File: config.mk
export PLATFORM = sky130hd
export DESIGN_NAME = sdlst_core
export DESIGN_NICKNAME = d
export VERILOG_FILES = /design/src/hdl/sdlst_pkg.sv /design/src/hdl/sdlst_core.sv
export VERILOG_INCLUDE_DIRS = /design/src /design/src/hdl
export SDC_FILE = /design/constraint.sdc
export NUM_CORES = 1
export LEC_CHECK = 0
export BUFFER_PORTS_ARGS = -buffer_cell sky130_fd_sc_hd__buf_2
export CAP_MARGIN = 20
export CORE_MARGIN = 2
export CORE_UTILIZATION = 36
export DETAILED_ROUTE_END_ITERATION = 6
export GPL_ROUTABILITY_DRIVEN = 0
export SLEW_MARGIN = 20
export SYNTH_ARGS = -nofsm -noshare
export SYNTH_HDL_FRONTEND = slang
export SYNTH_SLANG_ARGS = --single-unit
File: constraint.sdc
create_clock -name i_core_clk -period 8.65 [get_ports i_core_clk]
set_input_delay 1.73 -clock i_core_clk [delete_from_list [all_inputs] [get_ports i_core_clk]]
set_output_delay 1.73 -clock i_core_clk [all_outputs]
set_load 0.03 [all_outputs]
File: src/hdl/sdlst_regs.svh
// Register indices, field positions, reset values and counts of the line-state tracker
`ifndef SDLST_REGS_SVH
`define SDLST_REGS_SVH
`define SDLST_IDX_CMD 8'h0f
`define SDLST_IDX_STATE 8'h24
`define SDLST_IDX_GAP 8'h28
`define SDLST_IDX_EVT 8'h30
`define SDLST_B_CMD_DAT 0
`define SDLST_B_CMD_RD 1
`define SDLST_B_CMD_BSY 2
`define SDLST_CMD_CNT_LSB 16
`define SDLST_B_HALT 0
`define SDLST_B_CONT 1
`define SDLST_B_CMD_INH 0
`define SDLST_B_DAT_INH 1
`define SDLST_B_DAT_BUSY 2
`define SDLST_B_WR_ACT 8
`define SDLST_B_RD_ACT 9
`define SDLST_RST_CMD 32'h0000_0000
`define SDLST_RST_FLAGS 1'b0
`define SDLST_NOBUSY_SDCLK 8
`endif

File: src/hdl/sdlst_pkg.sv
// Types of the line-state tracker
package sdlst_pkg;
   typedef enum logic [5:0] {
      ST_IDLE   = 6'h01,
      ST_RD     = 6'h02,
      ST_RDWAIT = 6'h04,
      ST_WR     = 6'h08,
      ST_BUSY   = 6'h10,
      ST_WRGAP  = 6'h20
   } sdlst_state_type;

   typedef struct packed {
      logic gap;
      logic xfer;
      logic cmd;
   } sdlst_evt_type;
endpackage

File: src/hdl/sdlst_core.sv
// SD host present-state flags and their completion events
//
// Chosen here: the register addresses and strobed register access.
`timescale 1ns/1ps
`include "sdlst_regs.svh"

////////////////////////////////////////////////////////////////////////////////
// How it works
// - Write-active sets after the write command end bit.
// - Write-active clears after CRC status of the last programmed block.
// - With halt pending, write-active clears after that block's CRC status.
// - Write-active falling on a halt raises a block gap event.
// - Status bit 2 shows DAT lines in use; bits 7:3 read zero.
// - Status bit 1 is DAT-lines-busy OR read-active.
// - Fall of the DAT inhibit raises transfer complete.
// - Busy-response commands hold the DAT inhibit until busy ends.
// - CMD inhibit sets on command write, clears on response.
// - Fall of the CMD inhibit raises command complete.
// - Conflict or auto-stop error keeps CMD inhibit, no command complete.
// - CMD-only commands are accepted whenever CMD inhibit is clear.
// - Read DAT-busy falling between blocks raises block gap.
// - Read DAT-busy sets at command end or on continue.
// - Read DAT-busy clears at end bit of last block.
// - Read DAT-busy clears when a halt read-wait begins.
// - Halt drives read wait at block end; buffer full keeps it.
// - Write DAT-busy sets at command end or on continue.
// - Write DAT-busy clears on busy release; no busy in 8 clocks means free.
// - Write DAT-busy clears on busy release before a halt pause.
// - Write DAT-busy falling raises transfer complete.
// - Read-active falls when all blocks, or in a halt read wait the buffered ones, reach the system; raises transfer complete.
module sdlst_core import sdlst_pkg::*; #(
   parameter int BLK_W = 16,
   parameter int NB_CLKS = `SDLST_NOBUSY_SDCLK
) (
   input wire logic i_core_clk,
   input wire logic i_nrst,
   input wire logic [9:0] i_addr,
   input wire logic [31:0] i_wdata,
   input wire logic i_wr,
   input wire logic i_rd,
   output logic [31:0] o_rdata,
   input wire logic i_sd_clk,
   input wire logic i_sd_dat0,
   input wire logic i_cmd_end,
   input wire logic i_rsp_done,
   input wire logic i_cmd_conflict,
   input wire logic i_acmd12_err,
   input wire logic i_rd_blk_end,
   input wire logic i_wr_crc_done,
   input wire logic i_blk_to_sys,
   input wire logic i_buf_full,
   output logic o_dat2_o,
   output logic o_dat2_oe,
   output sdlst_evt_type o_evt
);

   if (BLK_W < 1 || BLK_W > 16) begin : g_chk_blk
      $error("BLK_W must be 1 to 16");
   end
   if (NB_CLKS < 1 || NB_CLKS > 15) begin : g_chk_nb
      $error("NB_CLKS must be 1 to 15");
   end

   localparam logic [3:0] NB_MAX = 4'(NB_CLKS);
   localparam logic [BLK_W-1:0] ONE = BLK_W'(1);

   ////////////////////////////////////////////////////////////////////////////////
   // Register decode

   logic hit_cmd;
   logic hit_state;
   logic hit_gap;
   logic hit_evt;
   logic cmd_wr;
   logic cont_wr;
   assign hit_cmd = i_addr == {`SDLST_IDX_CMD, 2'b00};
   assign hit_state = i_addr == {`SDLST_IDX_STATE, 2'b00};
   assign hit_gap = i_addr == {`SDLST_IDX_GAP, 2'b00};
   assign hit_evt = i_addr == {`SDLST_IDX_EVT, 2'b00};
   assign cmd_wr = i_wr & hit_cmd;
   assign cont_wr = i_wr & hit_gap & i_wdata[`SDLST_B_CONT];

   logic [31:0] cmd_q;
   logic halt_q;
   always_ff @(posedge i_core_clk or negedge i_nrst) begin
      if (!i_nrst) begin
         cmd_q <= `SDLST_RST_CMD;
         halt_q <= 1'b0;
      end else begin
         if (cmd_wr) begin
            cmd_q <= i_wdata;
         end
         if (i_wr && hit_gap) begin
            halt_q <= i_wdata[`SDLST_B_HALT];
         end
      end
   end

   logic cmd_dat;
   logic cmd_rd;
   logic cmd_bsy;
   assign cmd_dat = cmd_q[`SDLST_B_CMD_DAT];
   assign cmd_rd = cmd_q[`SDLST_B_CMD_RD];
   assign cmd_bsy = cmd_q[`SDLST_B_CMD_BSY];

   ////////////////////////////////////////////////////////////////////////////////
   // SD clock and DAT0 sampling

   logic [2:0] clk_s_q;
   logic [2:0] d0_s_q;
   logic clk_f_q;
   logic clk_prev_q;
   logic d0_f_q;
   always_ff @(posedge i_core_clk or negedge i_nrst) begin
      if (!i_nrst) begin
         clk_s_q <= 3'h0;
         d0_s_q <= 3'h7;
         clk_f_q <= 1'b0;
         clk_prev_q <= 1'b0;
         d0_f_q <= 1'b1;
      end else begin
         clk_s_q <= {clk_s_q[1:0], i_sd_clk};
         d0_s_q <= {d0_s_q[1:0], i_sd_dat0};
         if (clk_s_q[1] == clk_s_q[2]) begin
            clk_f_q <= clk_s_q[2];
         end
         if (d0_s_q[1] == d0_s_q[2]) begin
            d0_f_q <= d0_s_q[2];
         end
         clk_prev_q <= clk_f_q;
      end
   end

   logic sd_edge;
   assign sd_edge = clk_f_q & ~clk_prev_q;

   ////////////////////////////////////////////////////////////////////////////////
   // Transfer sequencing

   sdlst_state_type st_q;
   logic [BLK_W-1:0] blk_left_q;
   logic last;
   logic rel;
   logic gap_stop_q;
   logic st_idle;
   logic st_rd;
   logic st_rdwait;
   logic st_wr;
   logic st_busy;
   logic st_wrgap;
   assign st_idle = st_q == ST_IDLE;
   assign st_rd = st_q == ST_RD;
   assign st_rdwait = st_q == ST_RDWAIT;
   assign st_wr = st_q == ST_WR;
   assign st_busy = st_q == ST_BUSY;
   assign st_wrgap = st_q == ST_WRGAP;
   assign last = blk_left_q <= ONE;

   always_ff @(posedge i_core_clk or negedge i_nrst) begin
      if (!i_nrst) begin
         st_q <= ST_IDLE;
      end else begin
         unique case (st_q)
            ST_IDLE: begin
               if (i_cmd_end && cmd_dat) begin
                  st_q <= cmd_rd ? ST_RD : ST_WR;
               end else if (i_cmd_end && cmd_bsy) begin
                  st_q <= ST_BUSY;
               end
            end
            ST_RD: begin
               if (i_rd_blk_end && last) begin
                  st_q <= ST_IDLE;
               end else if (i_rd_blk_end && halt_q) begin
                  st_q <= ST_RDWAIT;
               end
            end
            ST_RDWAIT: begin
               if (cont_wr) begin
                  st_q <= ST_RD;
               end
            end
            ST_WR: begin
               if (i_wr_crc_done && (last || halt_q)) begin
                  st_q <= ST_BUSY;
               end
            end
            ST_BUSY: begin
               if (rel) begin
                  st_q <= gap_stop_q ? ST_WRGAP : ST_IDLE;
               end
            end
            ST_WRGAP: begin
               if (cont_wr) begin
                  st_q <= ST_WR;
               end
            end
            default: begin
               st_q <= ST_IDLE;
            end
         endcase
      end
   end

   always_ff @(posedge i_core_clk or negedge i_nrst) begin
      if (!i_nrst) begin
         blk_left_q <= '0;
         gap_stop_q <= 1'b0;
      end else begin
         if (cmd_wr && i_wdata[`SDLST_B_CMD_DAT]) begin
            blk_left_q <= i_wdata[`SDLST_CMD_CNT_LSB +: BLK_W] == '0 ? ONE : i_wdata[`SDLST_CMD_CNT_LSB +: BLK_W];
         end else if ((st_rd && i_rd_blk_end) || (st_wr && i_wr_crc_done)) begin
            blk_left_q <= blk_left_q - ONE;
         end
         if (st_idle) begin
            gap_stop_q <= 1'b0;
         end else if (st_wr && i_wr_crc_done) begin
            gap_stop_q <= !last && halt_q;
         end
      end
   end

   ////////////////////////////////////////////////////////////////////////////////
   // Card write busy, released or never seen

   logic seen_q;
   logic [3:0] nb_q;
   always_ff @(posedge i_core_clk or negedge i_nrst) begin
      if (!i_nrst) begin
         seen_q <= 1'b0;
         nb_q <= 4'h0;
      end else if (!st_busy) begin
         seen_q <= 1'b0;
         nb_q <= 4'h0;
      end else begin
         if (!d0_f_q) begin
            seen_q <= 1'b1;
         end
         if (sd_edge && nb_q != NB_MAX) begin
            nb_q <= nb_q + 4'h1;
         end
      end
   end
   assign rel = st_busy & ((seen_q & d0_f_q) | (~seen_q & d0_f_q & (nb_q == NB_MAX)));

   ////////////////////////////////////////////////////////////////////////////////
   // Read blocks held in the buffer

   logic [BLK_W-1:0] sys_left_q;
   logic [BLK_W-1:0] pend_q;
   logic rx_blk;
   assign rx_blk = st_rd & i_rd_blk_end;
   always_ff @(posedge i_core_clk or negedge i_nrst) begin
      if (!i_nrst) begin
         sys_left_q <= '0;
         pend_q <= '0;
      end else begin
         if (cmd_wr && i_wdata[`SDLST_B_CMD_DAT]) begin
            sys_left_q <= i_wdata[`SDLST_CMD_CNT_LSB +: BLK_W];
            pend_q <= '0;
         end else begin
            if (i_blk_to_sys && sys_left_q != '0) begin
               sys_left_q <= sys_left_q - ONE;
            end
            pend_q <= pend_q + BLK_W'(rx_blk) - BLK_W'(i_blk_to_sys && pend_q != '0);
         end
      end
   end

   ////////////////////////////////////////////////////////////////////////////////
   // Present-state flags

   logic cmd_inh_q;
   logic cmd_inh_d;
   logic busy_q;
   logic busy_d;
   logic wr_act_q;
   logic wr_act_d;
   logic rd_act_q;
   logic rd_act_d;
   logic dat_inh;
   assign dat_inh = busy_q | rd_act_q;

   always_comb begin
      cmd_inh_d = cmd_inh_q;
      if (i_rsp_done && !i_cmd_conflict && !i_acmd12_err) begin
         cmd_inh_d = 1'b0;
      end
      if (cmd_wr || (cmd_inh_q && (i_cmd_conflict || i_acmd12_err))) begin
         cmd_inh_d = 1'b1;
      end
      wr_act_d = wr_act_q;
      if (st_wr && i_wr_crc_done && (last || halt_q)) begin
         wr_act_d = 1'b0;
      end
      if ((st_idle && i_cmd_end && cmd_dat && !cmd_rd) || (st_wrgap && cont_wr)) begin
         wr_act_d = 1'b1;
      end
      busy_d = busy_q;
      if ((rx_blk && (last || halt_q)) || rel) begin
         busy_d = 1'b0;
      end
      if ((st_idle && i_cmd_end && (cmd_dat || cmd_bsy)) || ((st_rdwait || st_wrgap) && cont_wr)) begin
         busy_d = 1'b1;
      end
      rd_act_d = rd_act_q;
      if (rd_act_q && i_blk_to_sys && (sys_left_q <= ONE || (st_rdwait && pend_q == ONE))) begin
         rd_act_d = 1'b0;
      end
      if ((st_idle && i_cmd_end && cmd_dat && cmd_rd) || (st_rdwait && cont_wr)) begin
         rd_act_d = 1'b1;
      end
   end

   always_ff @(posedge i_core_clk or negedge i_nrst) begin
      if (!i_nrst) begin
         cmd_inh_q <= `SDLST_RST_FLAGS;
         busy_q <= `SDLST_RST_FLAGS;
         wr_act_q <= `SDLST_RST_FLAGS;
         rd_act_q <= `SDLST_RST_FLAGS;
      end else begin
         cmd_inh_q <= cmd_inh_d;
         busy_q <= busy_d;
         wr_act_q <= wr_act_d;
         rd_act_q <= rd_act_d;
      end
   end

   ////////////////////////////////////////////////////////////////////////////////
   // Events and read wait

   sdlst_evt_type evt_set;
   sdlst_evt_type evt_st_q;
   logic rd_halt;
   assign rd_halt = rx_blk & halt_q & ~last;
   assign evt_set.cmd = cmd_inh_q & ~cmd_inh_d;
   assign evt_set.xfer = (dat_inh & ~(busy_d | rd_act_d)) | (rd_act_q & ~rd_act_d);
   assign evt_set.gap = (wr_act_q & ~wr_act_d & ~last) | rd_halt;

   logic rw_q;
   always_ff @(posedge i_core_clk or negedge i_nrst) begin
      if (!i_nrst) begin
         o_evt <= '0;
         evt_st_q <= '0;
         rw_q <= 1'b0;
      end else begin
         o_evt <= evt_set;
         if (i_wr && hit_evt) begin
            evt_st_q <= (evt_st_q & ~sdlst_evt_type'(i_wdata[2:0])) | evt_set;
         end else begin
            evt_st_q <= evt_st_q | evt_set;
         end
         rw_q <= rd_halt | (st_rdwait & ~cont_wr) | (st_rd & i_buf_full);
      end
   end
   assign o_dat2_o = 1'b0;
   assign o_dat2_oe = rw_q;

   ////////////////////////////////////////////////////////////////////////////////
   // Read port

   logic [31:0] stat;
   always_comb begin
      stat = 32'h0;
      stat[`SDLST_B_CMD_INH] = cmd_inh_q;
      stat[`SDLST_B_DAT_INH] = dat_inh;
      stat[`SDLST_B_DAT_BUSY] = busy_q;
      stat[`SDLST_B_WR_ACT] = wr_act_q;
      stat[`SDLST_B_RD_ACT] = rd_act_q;
   end

   always_ff @(posedge i_core_clk or negedge i_nrst) begin
      if (!i_nrst) begin
         o_rdata <= 32'h0;
      end else if (!i_rd) begin
         o_rdata <= 32'h0;
      end else if (hit_state) begin
         o_rdata <= stat;
      end else if (hit_cmd) begin
         o_rdata <= cmd_q;
      end else if (hit_gap) begin
         o_rdata <= {31'h0, halt_q};
      end else if (hit_evt) begin
         o_rdata <= {29'h0, evt_st_q};
      end else begin
         o_rdata <= 32'h0;
      end
   end
endmodule

==> results of run 1 <==
-- metal layers --
metal | vias up | global-route usage
met3 | 17 | 0.0411
met4 | 0 | 0.0598
met2 | 130 | 0.254
li1 | 2575 | -
met1 | 2525 | 0.212
met5 | - | 0
-- power by group through the flow --
stage	clock network [mW]	logic, mW	registers, mW
final	0.740	0.865	0.875
after floorplan	0	0.692	0.859
after global routing	0.783	0.990	0.888
after CTS	0.756	0.873	0.874
after detailed placement	0	0.864	0.885
after global placement	0	0.857	0.885
-- worst min path at each step --
stage,from,endpoint,slack [ns],cells after the start
CTS,d0_s_q[0]$_DFF_PN1_,d0_s_q[1]$_DFF_PN1_,0.36,0
detailed placement,clk_s_q[0]$_DFF_PN0_,clk_s_q[1]$_DFF_PN0_,0.34,0
floorplan,clk_s_q[0]$_DFF_PN0_,clk_s_q[1]$_DFF_PN0_,0.33,0
finish,clk_s_q[0]$_DFF_PN0_,clk_s_q[1]$_DFF_PN0_,0.36,0
global placement,clk_s_q[0]$_DFF_PN0_,clk_s_q[1]$_DFF_PN0_,0.34,0
global route,clk_s_q[0]$_DFF_PN0_,clk_s_q[1]$_DFF_PN0_,0.37,0
-- layout by cell type, fill, tap and decap left out, types with 4 or more instances in the layout --
cell,instances
nand3b_1,4
nor4_2,4
inv_6,4
xor2_1,15
o21bai_1,5
a31oi_1,6
clkbuf_16,17
or4_1,5
nor3_1,21
o21ai_0,18
and2_1,4
nor4_1,11
nor2_1,60
nand2b_1,4
mux2_2,31
or3_1,8
xnor2_1,28
inv_1,41
a21oi_1,48
nor3b_1,4
nand3_1,11
dfrtp_1,140
nand4_1,9
buf_4,4
a21o_1,5
buf_2,90
dfstp_2,5
ha_1,29
and3_1,31
nand2_1,38
-- registers in the layout, indices dropped and copies added, names as in the netlist, 3 cells and up --
register and cells:
st_q 6, o_rdata 32, cmd_q 32, pend_q 16, blk_left_q 16, nb_q 4, sys_left_q 16, evt_st_q 3
d0_s_q 3, o_evt 3, clk_s_q 3
-- per-stage QoR --
step | instance area (sq um) | hold WS, ns | setup slack [ns] | utilization
after CTS | 8440 | 0.358 | 4.37 | 0.435
after global placement | 7850 | 0.344 | 4.00 | 0.405
after detailed placement | 7850 | 0.343 | 3.93 | 0.405
after global routing | 8440 | 0.365 | 4.20 | 0.435
after floorplan | 7110 | 0.331 | 4.30 | -
final | 8440 | 0.356 | 4.39 | 0.435
-- worst max-delay path: cells and delay by family --
| kind | cells | cell delay, ns |
|---|---|---|
| xor+xnor | 1 | 0.17 |
| buf+inv | 3 | 0.24 |
| compound gates | 4 | 1.20 |
| fa+ha+maj | 3 | 0.92 |
| simple gates | 2 | 0.32 |
-- cell families (layout without fill, tap and decap cells) --
group / after synthesis / count (layout) / share of synthesized area
flip-flops: 145 / 145 / 0.511
adder cells (fa/ha/maj): 32 / 32 / 0.0567
buffers and inverters: 61 / 168 / 0.0341
other: 1 / 2 / 0.000527
multiplexers: 33 / 33 / 0.0526
XOR/XNOR: 43 / 43 / 0.0530
AND/OR/NAND/NOR: 233 / 233 / 0.179
AO/OA/AOI/OAI: 120 / 120 / 0.113
-- cell type report --
cell class                      instances  area (sq um)
Multi-Input combinational cell        462          3230
Antenna cell                            1          2.50
Clock inverter                         13           151
Fill cell                            1880         11000
Timing Repair Buffer                   95           492
Sequential cell                       145          3630
Tap cell                              265           332
Clock buffer                           18           439
Inverter                               42           158
==> out/results.tsv, run 1 <==
metric	value	unit
cts_setup_buffers	0	
dp.cells	1009	
min_period	4.26	ns
grt_pass1_wl	25700	um
vias_per_cell	5.04	
cpMostUsedCell	ha_1	
die_h	145	um
fmax	234	MHz
grt_pass1_vias	5147	
cts_tree	yes	
synth.most_common_cell	dfrtp_1	
synth_cell_types	75	
drc	0	
synth-async-reset-ratio	1.00	
cts_buffers	17	
yosys_warnings	0	
critPathKind	in2reg	
cp-end-kind	flip-flop	
pin_count	93	
ctsHoldBuffers	0	
clkSlewWorstSetupHoldPaths	0.06	ns
syn_inst	668	
drt_iter0_drc	376	
power.switching	0.874	mW
synth_top_area_cell	dfrtp_1	
finalSetupTns	0	ns
wl_met3	884	um
swShare	0.352	
startpoint	i_rd_blk_end	
wl	15900	um
grt_usage	0.160	
clockBufferDepth	2	
fp.dieW	145	um
cp_max_fo	6	
p_int	1.61	mW
drtAntennaViolNets	0	
maxSlewHeadroom	0.295	
rows	51	
pwr-share-clk	0.298	
drv_cap	0	
hold_viol_final	0	
slowest_delay	0.43	ns
worst_ir_drop_vdd	0.123	mV
portBuffers	91	
syn-num-nets	754	
finalSetupViolations	0	
worstReg2RegEnd	pend_q[12]$_DFF_PN0_	
clk_latency	0.43	ns
dp.final_hpwl	11500	um
synth_edf_count	0	
drive_gt1_frac	0.234	
ff2ff_setup_slack	4.70	ns
core_area	0.0194	sq mm
avgSynthCellArea	10.6	sq um
instances_no_fill	1041	
synth_area	0.00711	sq mm
cts_resized	0	
finalPower	2.48	mW
path_cells	buf_2 -> and4_1 -> inv_2 -> ha_1 -> inv_1 -> ha_1 -> fa_1 -> a211o_1 -> a311oi_1 -> o21ai_0 -> a211oi_1 -> xor2_1 -> nor2_1	
wl_per_cell	15.3	um
overflow	0	
crit_required	8.96	ns
root_buffer	clkbuf_16	
synthFlopType	dfrtp_1	
dr_wl_met2	7300	um
vias	5247	
yosysSeqAreaShare	0.511	
p_leak	4.18	nW
synth_area_leaders	dfrtp_1 49%, ha_1 5.1%, mux2_2 4.9%	
rsz0062_at_grt	false	
dr.max_layer_used	met4	
clock_skew	0.00906	ns
cp-endpoint	pend_q[12]$_DFF_PN0_	
cts_max_level	4	
antenna_found_initial	0	
critPathLaunchType	primary input	
grt_max_degree	94	
synthDominantCellAreaShare	0.493	
tightest_slew	1.06	ns
synth_seq_cells	145	
cellPowerDensity	294	mW/mm^2
start_util	0.367	
die_area	0.0209	sq mm
wl_met1	7490	um
clock-sinks	145	
combPwrFrac	0.349	
syn2layout_area_growth	18.7	%
status	completed	
crit-reg2reg-launch	pend_q[8]$_DFF_PN0_	
finalCritPeriodShare	0.493	
min_path_type	reg2reg	
netlist_top_cells_count	140 x dfrtp_1, 60 x nor2_1, 48 x a21oi_1	
arrival	4.57	ns
seqPwrFrac	0.353	
r2r_cells	16	
drtPass1Iterations	7	
num-nets-final	849	
cp_slowest_cell	fa_1	
slew_viol_final	0	
(Power assumes the default switching activity.)
==> inputs of run 2 (changes only) <==
==> constraint.sdc (replaced) <==
create_clock -name i_core_clk -period 4.3 [get_ports i_core_clk]
set_input_delay 0.86 -clock i_core_clk [delete_from_list [all_inputs] [get_ports i_core_clk]]
set_output_delay 0.86 -clock i_core_clk [all_outputs]
set_load 0.03 [all_outputs]
==> out/results.tsv, run 2 (synthesized netlist as in run 1, its figures left out) <==
metric	value	unit	change
critPathLaunchType	flip-flop		
cts_buffers	17		unchanged
core_area	0.0194	sq mm	unchanged
clock_skew	0.00796	ns	-0.00110 ns
antenna_found_initial	0		unchanged
slowest_delay	0.54	ns	+0.11 ns
grt_use_met1	0.219		+0.00759
grt_usage	0.162		+0.00177
path_cells	inv_1 -> ha_1 -> nand4_1 -> or4_1 -> nor2_1 -> nor2_1 -> ha_1 -> inv_1 -> ha_1 -> fa_1 -> a211o_1 -> a311oi_1 -> o21ai_0 -> a211oi_1 -> xor2_1 -> nor2_1		
tightest_slew	0.843	ns	-0.215 ns
die_h	145	um	unchanged
start_util	0.367		unchanged
pre_cts_ws	0.348	ns	-3.59 ns
wl	16000	um	+0.42%
top_regs	cmd_q x32, o_rdata x32		
clkSlewWorstSetupHoldPaths	0.06	ns	about the same
min_period	3.96	ns	
crit_required	4.60	ns	-4.36 ns
cellPowerDensity	589	mW/mm^2	+100%
vias	5214		-0.63%
worst_ir_drop_vdd	0.250	mV	+100%
r2r_cells	16		unchanged
drtPass1Iterations	5		-2
finalSetupViolations	0		unchanged
use_met2	0.251		-0.00324
grt_pass1_vias	5217		+1.4%
worstReg2RegEnd	pend_q[12]$_DFF_PN0_		
cts_tree	yes		
fp.dieW	145	um	unchanged
drive_gt1_frac	0.232		-0.00159
cts_max_level	4		unchanged
clockBufferDepth	2		unchanged
setup_ws	0.343	ns	-4.04 ns
portBuffers	91		unchanged
ctsHoldBuffers	0		unchanged
clk_latency	0.42	ns	about the same
arrival	4.26	ns	-0.31 ns
cts_setup_buffers	0		unchanged
ff2ff_setup_slack	0.34	ns	-4.36 ns
wl_per_cell	15.4	um	+0.42%
cp_slowest_cell	or4_1		
finalSetupTns	0	ns	unchanged
maxSlewHeadroom	0.433		+0.138
status	completed		
drt_iter0_drc	400		+6.4%
rsz0062_at_grt	false		
slew_viol_final	0		unchanged
min_path_type	reg2reg		
finalCritPeriodShare	0.920		
crit-reg2reg-launch	pend_q[6]$_DFF_PN0_		
cp-end-kind	flip-flop		
syn2layout_area_growth	18.8	%	about the same
pin_count	93		unchanged
min-delay-start	clk_s_q[0]$_DFF_PN0_		
antennaDiodeCount	0		-1
p_leak	4.18	nW	about the same
drc	0		unchanged
fmax	253	MHz	
path_delay_family	compound AO/OA/AOI/OAI gates		
drtAntennaViolNets	0		unchanged
critPathKind	reg2reg		
cts_resized	0		unchanged
cp_max_fo	3		-3
overflow	0		unchanged
die_area	0.0209	sq mm	unchanged
grt_max_degree	90		-4.3%
path_buf_inv	2		-1
busiest_layer	met2		
final_common_cell	dfrtp_1		
drv_cap	0		unchanged
dp.final_hpwl	11600	um	+1.5%
root_buffer	clkbuf_16		
vias_per_cell	5.01		-0.63%
met3_usage	0.0447		+0.00364
layout_common_cells	140 x dfrtp_1, 90 x buf_2, 60 x nor2_1		
hold_path_end	clk_s_q[1]$_DFF_PN0_		
grt_pass1_wl	26200	um	+2.0%
num-nets-final	850		+0.12%
clock-sinks	145		unchanged
holdPathStages	0		unchanged
hold_viol_final	0		unchanged
rows	51		unchanged
[run 2: cell count changes in the layout (fill, tap and decap cells not counted), moves of 2 or more]
cell	previous run	this run
clkbuf_1	0	2
clkbuf_8	1	3
inv_6	4	1
inv_8	2	0
[run 2: worst reg2reg max path, delay by kind of cell (launching register included)]
kind | cells | cell delay [ns]
simple gates | 5 | 0.87
xor+xnor | 1 | 0.17
fa+ha+maj | 4 | 1.06
flops | 1 | 0.38
buf+inv | 2 | 0.13
compound gates | 4 | 1.23
[run 2: how the worst max path moves through the flow]
stage / slack (ns) / to / start / cells past startpoint
after floorplan: 0.72 / pend_q[12]$_DFF_PN0_ / pend_q[4]$_DFF_PN0_ / 16
after global placement: 0.44 / pend_q[12]$_DFF_PN0_ / pend_q[4]$_DFF_PN0_ / 16
after detailed placement: 0.35 / pend_q[12]$_DFF_PN0_ / pend_q[6]$_DFF_PN0_ / 16
after CTS: 0.33 / pend_q[12]$_DFF_PN0_ / pend_q[6]$_DFF_PN0_ / 16
after global routing: 0.06 / pend_q[12]$_DFF_PN0_ / pend_q[5]$_DFF_PN0_ / 16
final: 0.34 / pend_q[12]$_DFF_PN0_ / pend_q[6]$_DFF_PN0_ / 16
[run 2: power by group]
part	switching (mW)	internal (mW)	total (mW)	leakage (nW)
clock	0.553	0.895	1.45	0.278
combinational	1.00	0.769	1.77	1.98
sequential	0.168	1.59	1.76	1.92
total	1.72	3.25	4.97	4.18
[run 2: final cells by class]
cell class / instances / area [sq um]
multi-input combinational: 462 / 3230
fill: 1869 / 10900
sequential: 145 / 3630
tap: 265 / 332
clock inverter: 9 / 106
inverter: 42 / 158
clock buffer: 22 / 474
timing repair buffer: 96 / 512
[run 2: metrics by stage]
step / utilization / instances / hold slack [ns] / area (sq um) / power (mW)
4_1_cts: 0.436 / 1041 / 0.356 / 8450 / 5.01
3_3_place_gp: 0.406 / 1010 / 0.339 / 7870 / 3.52
3_5_place_dp: 0.406 / 1010 / 0.343 / 7870 / 3.53
6_report: 0.436 / 1041 / 0.354 / 8450 / 4.97
2_1_floorplan: - / 668 / 0.331 / 7110 / 3.12
5_1_grt: 0.436 / 1041 / 0.358 / 8450 / 5.35
[run 2: routing by layer]
layer	vias to the layer above	wire [um]
met2	109	7300
met1	2520	7620
li1	2570	-
met5	-	0
met4	0	200
met3	15	873
==> inputs of run 3 (changes only) <==
--- a/config.mk
+++ b/config.mk
@@ -9,7 +9,7 @@
 export BUFFER_PORTS_ARGS = -buffer_cell sky130_fd_sc_hd__buf_2
 export CAP_MARGIN = 20
 export CORE_MARGIN = 2
-export CORE_UTILIZATION = 36
+export CORE_UTILIZATION = 29
 export DETAILED_ROUTE_END_ITERATION = 6
 export GPL_ROUTABILITY_DRIVEN = 0
 export SLEW_MARGIN = 20
==> out/results.tsv, run 3 (synthesized netlist as in run 1, its figures left out) <==
metric	value	unit	change
final_common_cell	dfrtp_1		
p_int	3.31	mW	+1.9%
drv_cap	0		unchanged
min_period	4.07	ns	+0.114 ns
maxSlewHeadroom	0.407		-0.0253
ff2ff_setup_slack	0.23	ns	-0.11 ns
status	completed		
hold_viol_final	0		unchanged
worstReg2RegEnd	pend_q[12]$_DFF_PN0_		
power.switching	1.80	mW	+4.5%
vias	5325		+2.1%
rsz0062_at_grt	false		
dp.final_hpwl	12500	um	+7.7%
worst_ir_drop_vdd	0.364	mV	+45%
core_area	0.0242	sq mm	+25%
cp_max_fo	3		unchanged
cts_resized	0		unchanged
drc	0		unchanged
cts_tree	yes		
top_regs	cmd_q x32, o_rdata x32		
ctsHoldBuffers	0		unchanged
crit-reg2reg-launch	pend_q[7]$_DFF_PN0_		
layout_common_cells	140 x dfrtp_1, 90 x buf_2, 60 x nor2_1		
drtPass1Iterations	4		-1
grt_max_degree	88		-2.2%
portBuffers	91		unchanged
fin_util	0.354		-0.0812
tightest_slew	0.881	ns	+0.0376 ns
critPathKind	reg2reg		
clock_skew	0.00831	ns	+0.000357 ns
cp-end-kind	flip-flop		
clockBufferDepth	2		unchanged
drtAntennaViolNets	0		unchanged
cts_buffers	17		unchanged
crit_required	4.60	ns	about the same
clkSlewWorstSetupHoldPaths	0.07	ns	about the same
finalSetupTns	0	ns	unchanged
p_leak	4.21	nW	+0.65%
root_buffer	clkbuf_16		
start_util	0.294		-0.0724
min-delay-start	clk_s_q[0]$_DFF_PN0_		
fmax	246	MHz	-2.8%
syn2layout_area_growth	20.5	%	
grt_usage	0.137		-0.0252
cellPowerDensity	596	mW/mm^2	+1.3%
swShare	0.352		+0.00571
startpoint	pend_q[7]$_DFF_PN0_		
pwr-share-clk	0.305		+0.014
cts_max_level	4		unchanged
die_area	0.0258	sq mm	+23%
critPathLaunchType	flip-flop		
clock-sinks	145		unchanged
rows	57		+12%
min_path_type	reg2reg		
wl_per_cell	15.6	um	+1.3%
pin_count	93		unchanged
arrival	4.38	ns	+0.12 ns
num-nets-final	851		+0.12%
wl	17200	um	+7.5%
combPwrFrac	0.352		-0.004
slew_viol_final	0		unchanged
hold_path_end	clk_s_q[1]$_DFF_PN0_		
finalSetupViolations	0		unchanged
cts_setup_buffers	0		unchanged
r2r_cells	16		unchanged
holdPathStages	0		unchanged
drt_iter0_drc	333		-17%
overflow	0		unchanged
grt_pass1_wl	27800	um	+6.1%
antenna_found_initial	4		+4
seqPwrFrac	0.343		-0.010
vias_per_cell	4.82		-3.7%
clk_latency	0.42	ns	about the same
fp.dieW	161	um	+11%
drive_gt1_frac	0.237		+0.00455
grt_pass1_vias	5241		+0.46%
die_h	161	um	+11%
finalCritPeriodShare	0.947		+0.0265
==> run 3: area by class of cell <==
class / instances / area, sq um
Inverter: 42 / 158
Clock inverter: 13 / 173
Multi-Input combinational cell: 462 / 3230
Fill cell: 2394 / 15600
Antenna cell: 2 / 5.00
Sequential cell: 145 / 3630
Clock buffer: 19 / 453
Tap cell: 324 / 405
Timing Repair Buffer: 97 / 507
==> run 3: per-stage QoR <==
stage | instance area [sq um] | cells | worst slack [ns] | hold WS, ns | power (mW)
global route | 8570 | 1103 | 0.00116 | 0.362 | 5.45
CTS | 8560 | 1102 | 0.234 | 0.356 | 5.14
finish | 8570 | 1104 | 0.229 | 0.349 | 5.11
global placement | 7940 | 1070 | 0.430 | 0.334 | 3.53
detailed placement | 7940 | 1070 | 0.263 | 0.342 | 3.55
floorplan | 7110 | 668 | 0.715 | 0.331 | 3.12
==> run 3: worst max path at each step <==
| stage | endpoint |
|---|---|
| 5_1_grt | pend_q[12]$_DFF_PN0_ |
| 4_1_cts | pend_q[12]$_DFF_PN0_ |
| 3_5_place_dp | pend_q[12]$_DFF_PN0_ |
| 2_1_floorplan | pend_q[12]$_DFF_PN0_ |
| 6_report | pend_q[12]$_DFF_PN0_ |
| 3_3_place_gp | pend_q[12]$_DFF_PN0_ |
==> run 3: per-layer routing <==
layer / GRT usage / part of all wire / vias up
met5: 0 / 0.0016 / -
met4: 0.0512 / 0.022 / 4
met3: 0.0387 / 0.055 / 26
met2: 0.227 / 0.48 / 109
met1: 0.170 / 0.44 / 2610
li1: - / - / 2576
==> run 3: power by group through the flow <==
stage	clock network [mW]	registers [mW]	logic [mW]
finish	1.56	1.75	1.80
global route	1.65	1.78	2.02
CTS	1.59	1.75	1.79
detailed placement	0	1.78	1.77
global placement	0	1.77	1.76
floorplan	0	1.73	1.39
==> run 3: worst max-delay path: stages (launching register included) <==
cell	delay, ns
dfrtp_1	0.38
inv_1	0.08
ha_1	0.15
nand4_1	0.11
or4_1	0.53
nor2_1	0.11
nor2_1	0.05
ha_1	0.27
inv_1	0.04
ha_1	0.21
fa_1	0.43
a211o_1	0.28
a311oi_1	0.47
o21ai_0	0.25
a211oi_1	0.35
xor2_1	0.18
nor2_1	0.05
